`src/shared/mcmc_consts.svh`:
```
// constants for the media converter mode control block
// assumes a 40 MHz system clock
`ifndef MCMC_CONSTS_SVH
`define MCMC_CONSTS_SVH

`define MCMC_CLK_MHZ 40
`define MCMC_LATCH_MIN_US 3
`define MCMC_LATCH_MAX_US 8
// earliest cycle 120, latest 320; latch at midpoint
`define MCMC_LATCH_MIN_CYC (`MCMC_LATCH_MIN_US * `MCMC_CLK_MHZ)
`define MCMC_LATCH_MAX_CYC (`MCMC_LATCH_MAX_US * `MCMC_CLK_MHZ)
`define MCMC_LATCH_CYC ((`MCMC_LATCH_MIN_CYC + `MCMC_LATCH_MAX_CYC) / 2)

// register indices
`define MCMC_REG30 5'h1e
`define MCMC_REG31 5'h1f

// register 30 fields
`define MCMC_B30_SCR_FORCE 0
`define MCMC_B30_SCR_EN 1
`define MCMC_B30_COPPER_PECL 3
`define MCMC_B30_FIBER_PECL 7
// register 31 fields
`define MCMC_B31_PLL_BYP_N 10
`define MCMC_B31_LPBK_FIBER 11
`define MCMC_B31_LPBK_COPPER 12
`define MCMC_B31_COPPER_OFF 13
`define MCMC_B31_FIBER_OFF 14
`define MCMC_B31_PWRDN 15

`define MCMC_REG_RST 16'h0000
`define MCMC_SCR_SEED 11'h003
`define MCMC_SCR_RST 11'h7ff

`endif

```
`src/shared/mcmc_pkg.sv`:
```
// types for the media converter mode control block
// constants live in mcmc_consts.svh
package mcmc_pkg;

    // fiber mode pin level, four-level input pre-quantised
    typedef enum logic [1:0] {
        MCMC_LVL_GND,
        MCMC_LVL_THIRD,
        MCMC_LVL_TWO_THIRD,
        MCMC_LVL_VCC
    } mcmc_lvl_e;

    typedef struct packed {
        logic copper_iface_mode_pin;
        mcmc_lvl_e fiber_iface_mode_pin;
        logic speed_100_only;
        logic [1:0] duplex;
        logic [1:0] addr4_warning_pin;
        logic backup_strap;
    } mcmc_cfg_s;

    typedef struct packed {
        logic fiber_sd;
        logic fiber_fef;
        logic copper_sd;
    } mcmc_link_s;

    typedef struct packed {
        logic pecl;
        logic oe;
        logic loop;
        logic en;
    } mcmc_copper_s;

    typedef struct packed {
        logic diff_pair;
        logic oe;
        logic aux_peak_en;
        logic loop;
        logic send_fef;
        logic en;
    } mcmc_fiber_s;

endpackage

```
`src/logic/mcmc_ctrl.sv`:
```
// mode control of a copper to fiber media converter
// pins arrive asynchronous; management port on system clock
//
// The plain strobed port and the placing of the registers were left to the implementer.
`include "mcmc_consts.svh"
`timescale 1ns/1ps
`default_nettype none

module mcmc_ctrl
    import mcmc_pkg::*;
#(
    parameter int LATCH_CYC = `MCMC_LATCH_CYC
)
(
    input wire logic i_sys_clk,
    input wire logic i_rst,
    input wire logic i_power_down_n,
    input wire logic i_copper_out_off_n,
    input wire logic i_fiber_out_off_n,
    input wire mcmc_cfg_s i_cfg,
    input wire mcmc_link_s i_link,
    input wire logic i_speed_100,
    input wire logic i_autoneg,
    input wire logic i_scr_bit_tick,
    input wire logic [4:0] i_addr,
    input wire logic [15:0] i_wdata,
    input wire logic i_wr,
    input wire logic i_rd,
    output logic [15:0] o_rdata,
    output mcmc_copper_s o_copper,
    output mcmc_fiber_s o_fiber,
    output logic o_pll_in_loop,
    output logic o_scr_en,
    output logic [10:0] o_scr_state,
    output logic o_active,
    output logic o_fiber_speed_indicator,
    output logic o_fiber_speed_oe,
    output logic o_backup_enable_o,
    output logic o_backup_oe
);

    typedef struct packed {
        logic [1:0] pd_sync;
        logic [1:0] coff_sync;
        logic [1:0] foff_sync;
        mcmc_cfg_s cfg_m;
        mcmc_cfg_s cfg_s;
        mcmc_link_s lk_m;
        mcmc_link_s lk_s;
        mcmc_cfg_s straps;
        logic [15:0] r30;
        logic [15:0] r31;
        logic [8:0] lcnt;
        logic latched;
        logic [10:0] scr;
        logic [15:0] rdata;
        mcmc_copper_s cu;
        mcmc_fiber_s fo;
        logic pll_in;
        logic scr_en;
        logic active;
        logic spd;
        logic spd_oe;
        logic bck;
        logic bck_oe;
    } mcmc_state_s;

    mcmc_state_s st_ff;
    mcmc_state_s nxt_st;

    localparam logic [8:0] LATCH_AT = 9'(LATCH_CYC);

    logic pd_pin;
    logic on;
    logic copper_pecl;
    logic fiber_pecl;
    logic loop_any;
    logic backup_mode;
    logic fiber_good;
    logic copper_off;
    logic fiber_off;

    always_comb
    begin
        nxt_st = st_ff;
        // two-flop synchronisers for every pin
        nxt_st.pd_sync = {st_ff.pd_sync[0], i_power_down_n};
        nxt_st.coff_sync = {st_ff.coff_sync[0], i_copper_out_off_n};
        nxt_st.foff_sync = {st_ff.foff_sync[0], i_fiber_out_off_n};
        nxt_st.cfg_m = i_cfg;
        nxt_st.cfg_s = st_ff.cfg_m;
        nxt_st.lk_m = i_link;
        nxt_st.lk_s = st_ff.lk_m;

        pd_pin = !st_ff.pd_sync[1];
        // strap latch delay after power-down release
        if (pd_pin)
        begin
            nxt_st.lcnt = '0;
            nxt_st.latched = 1'b0;
            nxt_st.r30 = `MCMC_REG_RST;
            nxt_st.r31 = `MCMC_REG_RST;
        end
        else if (!st_ff.latched)
        begin
            nxt_st.lcnt = st_ff.lcnt + 9'h001;
            if (st_ff.lcnt == LATCH_AT)
            begin
                nxt_st.latched = 1'b1;
                nxt_st.straps = st_ff.cfg_s;
                nxt_st.r30 = `MCMC_REG_RST;
                nxt_st.r31 = `MCMC_REG_RST;
            end
        end

        // management writes, live once latched; 31.15 keeps registers
        if (i_wr && st_ff.latched && !pd_pin)
        begin
            if (i_addr == `MCMC_REG30)
                nxt_st.r30 = i_wdata;
            if (i_addr == `MCMC_REG31)
                nxt_st.r31 = i_wdata;
        end
        nxt_st.rdata = 16'h0000;
        if (i_rd)
        begin
            if (i_addr == `MCMC_REG30)
                nxt_st.rdata = st_ff.r30;
            else if (i_addr == `MCMC_REG31)
                nxt_st.rdata = st_ff.r31;
        end

        on = st_ff.latched && !pd_pin
            && !st_ff.r31[`MCMC_B31_PWRDN];
        nxt_st.active = on;

        copper_pecl = st_ff.straps.copper_iface_mode_pin
            || st_ff.r30[`MCMC_B30_COPPER_PECL];
        fiber_pecl = (st_ff.straps.fiber_iface_mode_pin == MCMC_LVL_THIRD)
            || st_ff.r30[`MCMC_B30_FIBER_PECL];

        loop_any = st_ff.r31[`MCMC_B31_LPBK_COPPER]
            || st_ff.r31[`MCMC_B31_LPBK_FIBER];
        // strap left high means no secondary converter fitted
        backup_mode = on && st_ff.straps.speed_100_only
            && !st_ff.straps.backup_strap && !loop_any;
        fiber_good = st_ff.lk_s.fiber_sd;

        copper_off = !st_ff.coff_sync[1]
            || st_ff.r31[`MCMC_B31_COPPER_OFF];
        fiber_off = !st_ff.foff_sync[1]
            || st_ff.r31[`MCMC_B31_FIBER_OFF];

        // copper line: tp coding chosen by datapath from speed/autoneg
        nxt_st.cu.pecl = copper_pecl;
        nxt_st.cu.loop = on && st_ff.r31[`MCMC_B31_LPBK_COPPER];
        nxt_st.cu.en = on && (i_speed_100 || !i_autoneg || 1'b1);
        nxt_st.cu.oe = on && !copper_off;

        nxt_st.fo.diff_pair = fiber_pecl;
        nxt_st.fo.aux_peak_en = on && !fiber_pecl;
        nxt_st.fo.loop = on && st_ff.r31[`MCMC_B31_LPBK_FIBER];
        nxt_st.fo.en = on;
        nxt_st.fo.send_fef = 1'b0;
        nxt_st.fo.oe = on && !fiber_off;

        nxt_st.spd = on && fiber_good;
        nxt_st.spd_oe = on;
        nxt_st.bck = 1'b1;
        nxt_st.bck_oe = 1'b0;
        if (backup_mode)
        begin
            nxt_st.bck_oe = 1'b1;
            if (fiber_good && !st_ff.lk_s.fiber_fef)
            begin
                nxt_st.spd = 1'b1;
                nxt_st.bck = 1'b0;
            end
            else if (fiber_good)
            begin
                nxt_st.spd = 1'b1;
                nxt_st.bck = 1'b1;
            end
            else
            begin
                nxt_st.spd = 1'b0;
                nxt_st.bck = 1'b1;
                nxt_st.fo.send_fef = st_ff.lk_s.copper_sd;
                nxt_st.fo.oe = !fiber_off && st_ff.lk_s.copper_sd;
            end
        end

        // pll in loop unless 31.10 driven low while looping
        nxt_st.pll_in = !(loop_any
            && !st_ff.r31[`MCMC_B31_PLL_BYP_N]);

        nxt_st.scr_en = on && i_speed_100
            && st_ff.r30[`MCMC_B30_SCR_EN];
        if (!on)
            nxt_st.scr = `MCMC_SCR_RST;
        else if (st_ff.r30[`MCMC_B30_SCR_FORCE])
            nxt_st.scr = `MCMC_SCR_SEED;
        else if (i_scr_bit_tick)
            nxt_st.scr = {st_ff.scr[9:0],
                st_ff.scr[10] ^ st_ff.scr[8]};
    end

    always_ff @(posedge i_sys_clk or posedge i_rst)
    begin
        if (i_rst)
        begin
            st_ff <= '0;
            st_ff.scr <= `MCMC_SCR_RST;
            st_ff.pll_in <= 1'b1;
            st_ff.bck <= 1'b1;
        end
        else
            st_ff <= nxt_st;
    end

    assign o_rdata = st_ff.rdata;
    assign o_copper = st_ff.cu;
    assign o_fiber = st_ff.fo;
    assign o_pll_in_loop = st_ff.pll_in;
    assign o_scr_en = st_ff.scr_en;
    assign o_scr_state = st_ff.scr;
    assign o_active = st_ff.active;
    assign o_fiber_speed_indicator = st_ff.spd;
    assign o_fiber_speed_oe = st_ff.spd_oe;
    assign o_backup_enable_o = st_ff.bck;
    assign o_backup_oe = st_ff.bck_oe;

endmodule

`default_nettype wire

```
`config.mk`:
```
export PLATFORM = sky130hd
export DESIGN_NAME = mcmc_ctrl
export DESIGN_NICKNAME = d
export VERILOG_FILES = /design/src/shared/mcmc_pkg.sv /design/src/logic/mcmc_ctrl.sv
export VERILOG_INCLUDE_DIRS = /design/src /design/src/shared
export SDC_FILE = /design/constraint.sdc
export NUM_CORES = 1
export LEC_CHECK = 0
export ABC_AREA = 0
export BUFFER_PORTS_ARGS = -buffer_cell sky130_fd_sc_hd__buf_2
export CORE_MARGIN = 8
export CORE_UTILIZATION = 55
export CTS_CLUSTER_SIZE = 30
export DETAILED_ROUTE_END_ITERATION = 6
export GPL_TIMING_DRIVEN = 0
export PLACE_DENSITY = 0.77
export REMOVE_ABC_BUFFERS = 1
export SLEW_MARGIN = 20
export SYNTH_ARGS = -nofsm -noshare
export SYNTH_HDL_FRONTEND = slang
export SYNTH_SLANG_ARGS = --single-unit
```
`constraint.sdc`:
```
create_clock -name i_sys_clk -period 3.6 [get_ports i_sys_clk]
set_input_delay 0 -clock i_sys_clk [delete_from_list [all_inputs] [get_ports i_sys_clk]]
set_output_delay 0 -clock i_sys_clk [all_outputs]
set_load 0.03 [all_outputs]
```
==> Flow_metrics.wiki <==
{| class="wikitable"
! Metric !! Value
|-
| Starting density of the core || 56.8%
|-
| Result of the run || finished clean
|-
| Final hold violations || 0
|-
| Worst-path cell with the longest stage delay || dfrtp_2
|-
| Worst ir drop on vdd || 0.000204 V
|-
| Arrival @ worst endpoint || 2610 ps
|-
| Worst min path class || in2reg
|-
| Static leakage power || 0.00252 uW
|-
| Total DRC errors in the routed layout || 0
|-
| Antenna violations before repair || 1
|-
| Port Buf Inserts || between 80 and 90
|-
| Data required time at the worst endpoint || ~3900 ps
|-
| Ys flop type || dfrtp_1
|-
| Root buffer cell || clkbuf_8
|-
| Cells along the critical path || clkinv_1, nor4_4, mux2_2
|-
| Share of layout cells above drive strength 1 || 27.5%
|-
| Routability congestion estimate from global placement || 0.723
|-
| Largest stage delay on the critical path || slightly above 800 ps
|-
| Net count of the finished layout || 501
|-
| Half-perimeter wire length after detailed placement || just under 6000 um
|-
| Fmax || 427 MHz
|-
| Placeable core region || 8260 um^2
|-
| Placement Rows || 33
|-
| Number of buffers created by CTS || 9
|-
| Number of post-CTS setup repair buffers || 0
|-
| Max H-tree Level || 3
|-
| Max-capacitance violation count || 0
|-
| Sort of element at the end of the critical path || register
|-
| Final non-filler cell total || 567
|-
| Routed via count || 3130
|-
| Clock latency reported for the late side of the worst-skew pair || about 380 ps
|-
| Overall power after layout || 2180 uW
|-
| Floorplan die area || 11700 um^2
|-
| Clk buf depth || 2
|-
| Die Y-Extent || 108 um
|-
| Cell count after synthesis || 397
|-
| CTS Sinks || 110
|-
| Transition time at the pin with the least slew margin || 805 ps
|-
| Synth warn || 0
|-
| Final clock skew || 16.9 ps
|-
| Final ANT Viol Nets || 0
|-
| Die width || ~110 um
|-
| Post-synthesis cell type count || 46
|-
| Instance count after placement with tap cells included || approximately 520
|-
| Startpoint Class || register
|-
| Setup repair after global routing missed its margin || false
|-
| Fraction of registers with async set/reset || 100%
|-
| Vias in the first global route || 3262
|-
| Flip-flop and latch count after synthesis || 110
|-
| Power density over the cells || approximately 410 nW/um^2
|-
| Min Tclk post-route || between 2000 and 2500 ps
|-
| Total placed instance area || about 4900 um^2
|-
| Setup-failing EPs final || 0
|-
| Clock-pin slew on the worst setup and hold paths || about 110 ps
|-
| Average footprint of a synthesized cell || 11.8 um^2
|-
| Share of the yosys chip area belonging to registers || around 59%
|-
| Syn-to-layout area delta || 14.6%
|-
| Count of hold-fix buffers inserted at cts || 29
|-
| Average wire per cell in the routed design || 17.0 um
|-
| GRT Util Overall || ~17%
|-
| Total routed wirelength || ~9700 um
|-
| Number of enable flip-flop cells after synthesis || 0
|-
| Boundary pin count || 87
|-
| Post-cts sizing count || 0
|-
| DRC marker count from the first detailed-route iteration || 215
|-
| Remaining global-route overflow || 0
|-
| Highest net fanout along the worst path || 38
|-
| Wire length of the first global-routing pass || 15800 um
|-
| Maximum number of pins on one net before global-route repair || 70
|-
| Headroom to the max-slew limit || 46.2%
|-
| Count of TritonRoute iterations in the first routing pass || 4
|-
| Total standard cell area after synthesis || roughly 4700 um^2
|-
| Final TNS setup || 0 ps
|-
| Vias/cell || 5.52
|-
| Critical path start-end classification || reg2reg
|-
| Clock tree from TritonCTS || done
|-
| Final Slew Violations || 0
|-
| Minimum hold slack || 25.9 ps
|-
| Final period utilization || between 60% and 70%
|-
| Post-route design area || 5380 um^2
|}
==> worst paths after layout <==
check / startpoint / to / slack, ps / cells past startpoint
max in group asynchronous: i_rst / o_pll_in_loop / 2740 / 4
min: i_rd / o_rdata[13] / 30 / 2
max reg2reg: st_ff[124] / st_ff[91] / 1260 / 3
max: st_ff[124] / st_ff[91] / 1260 / 3
min in group asynchronous: i_rst / st_ff[107] / 170 / 3
min reg2reg: nxt_st[96] / st_ff[96] / 350 / 0
==> worst max-delay path: cells and delay by family (launching register included) <==
kind          cells  cell delay [ps]
simple gates      1              540
mux               1              380
flops             1              810
buf+inv           1              490
==> layout make-up <==
cell class                      instances  area [um^2]
Inverter                               22         87.6
Fill cell                             622         2880
Antenna cell                            1         2.50
Tap cell                              105          131
Timing Repair Buffer                  112          738
Multi-Input combinational cell        201         1420
Sequential cell                       110         2770
Clock inverter                          5         55.1
Clock buffer                           11          174
==> cell usage in the layout, fill, tap and decap left out, drive strengths merged, types with 2 or more instances in the layout <==
cell	count
dfrtp	97
buf	83
nand2	38
o32ai	32
dlygate4sd3	29
inv	24
nand3b	19
nand3	18
a21boi	16
dfstp	13
mux2i	12
o21ai	11
clkbuf	11
nor2	8
mux2	5
xor2	4
nand4b	4
and2	3
a21oi	3
nor3	3
and3	2
nor4b	2
or3	2
ha	2
and4	2
clkinv	2
==> where the power goes <==
group	switching, uW	internal [uW]	total [uW]	leakage [uW]
logic	59.3	54.3	114	0.000970
registers	14.5	1250	1270	0.00144
clock network	447	354	801	0.000113
total	521	1660	2180	0.00252
==> per-stage QoR <==
stage | utilization [%] | worst slack (ps)
floorplan | - | 719
finish | 65.1 | 1260
global route | 65.1 | 1120
detailed placement | 58.8 | 757
CTS | 65.0 | 718
global placement | 58.1 | -363
==> routing by layer <==
| metal | global-route usage [%] | share of wire (%) | vias to the layer above |
|---|---|---|---|
| li1 | - | - | 1471 |
| met1 | 21.7 | 43 | 1560 |
| met2 | 27.2 | 50 | 82 |
| met3 | 3.63 | 6.1 | 17 |
| met4 | 7.43 | 1.6 | 0 |
| met5 | 0 | 0 | - |
==> cell usage after synthesis (all sizes together) (3+ instances only) <==
cell / number / area (um^2)
dfrtp: 97 / 2430
a21oi: 3 / 15.0
o32ai: 32 / 295
mux2i: 12 / 120
nand2: 38 / 143
dfstp: 13 / 342
nand4b: 4 / 50.1
nor2: 8 / 30.0
o21ai: 11 / 55.1
a21boi: 16 / 120
buf: 50 / 377
clkbuf: 14 / 52.6
nand3b: 19 / 143
xor2: 4 / 35.0
and2: 3 / 18.8
mux2: 5 / 56.3
nand3: 18 / 90.1
nor3: 3 / 20.0
inv: 21 / 78.8
==> kinds of logic (layout without fill, tap and decap cells) <==
logic type / count (synthesis) / in the layout / share of synthesized area [%]
AND/OR/NAND/NOR: 109 / 109 / 13.5
other: 0 / 1 / 0
flip-flops: 110 / 110 / 59.0
buffers and inverters: 86 / 150 / 10.9
adder cells (fa/ha/maj): 2 / 2 / 0.533
multiplexers: 17 / 17 / 3.76
AO/OA/AOI/OAI: 68 / 68 / 11.4
XOR/XNOR: 5 / 5 / 0.934
==> sequential cells by signal (all words and copies together) (netlist names), 3 cells and up <==
register     count
nxt_st          11
o_scr_state     11
st_ff           57
o_copper         3
o_rdata         16
o_fiber          5
Note: power is estimated with default switching activity, not from simulation.
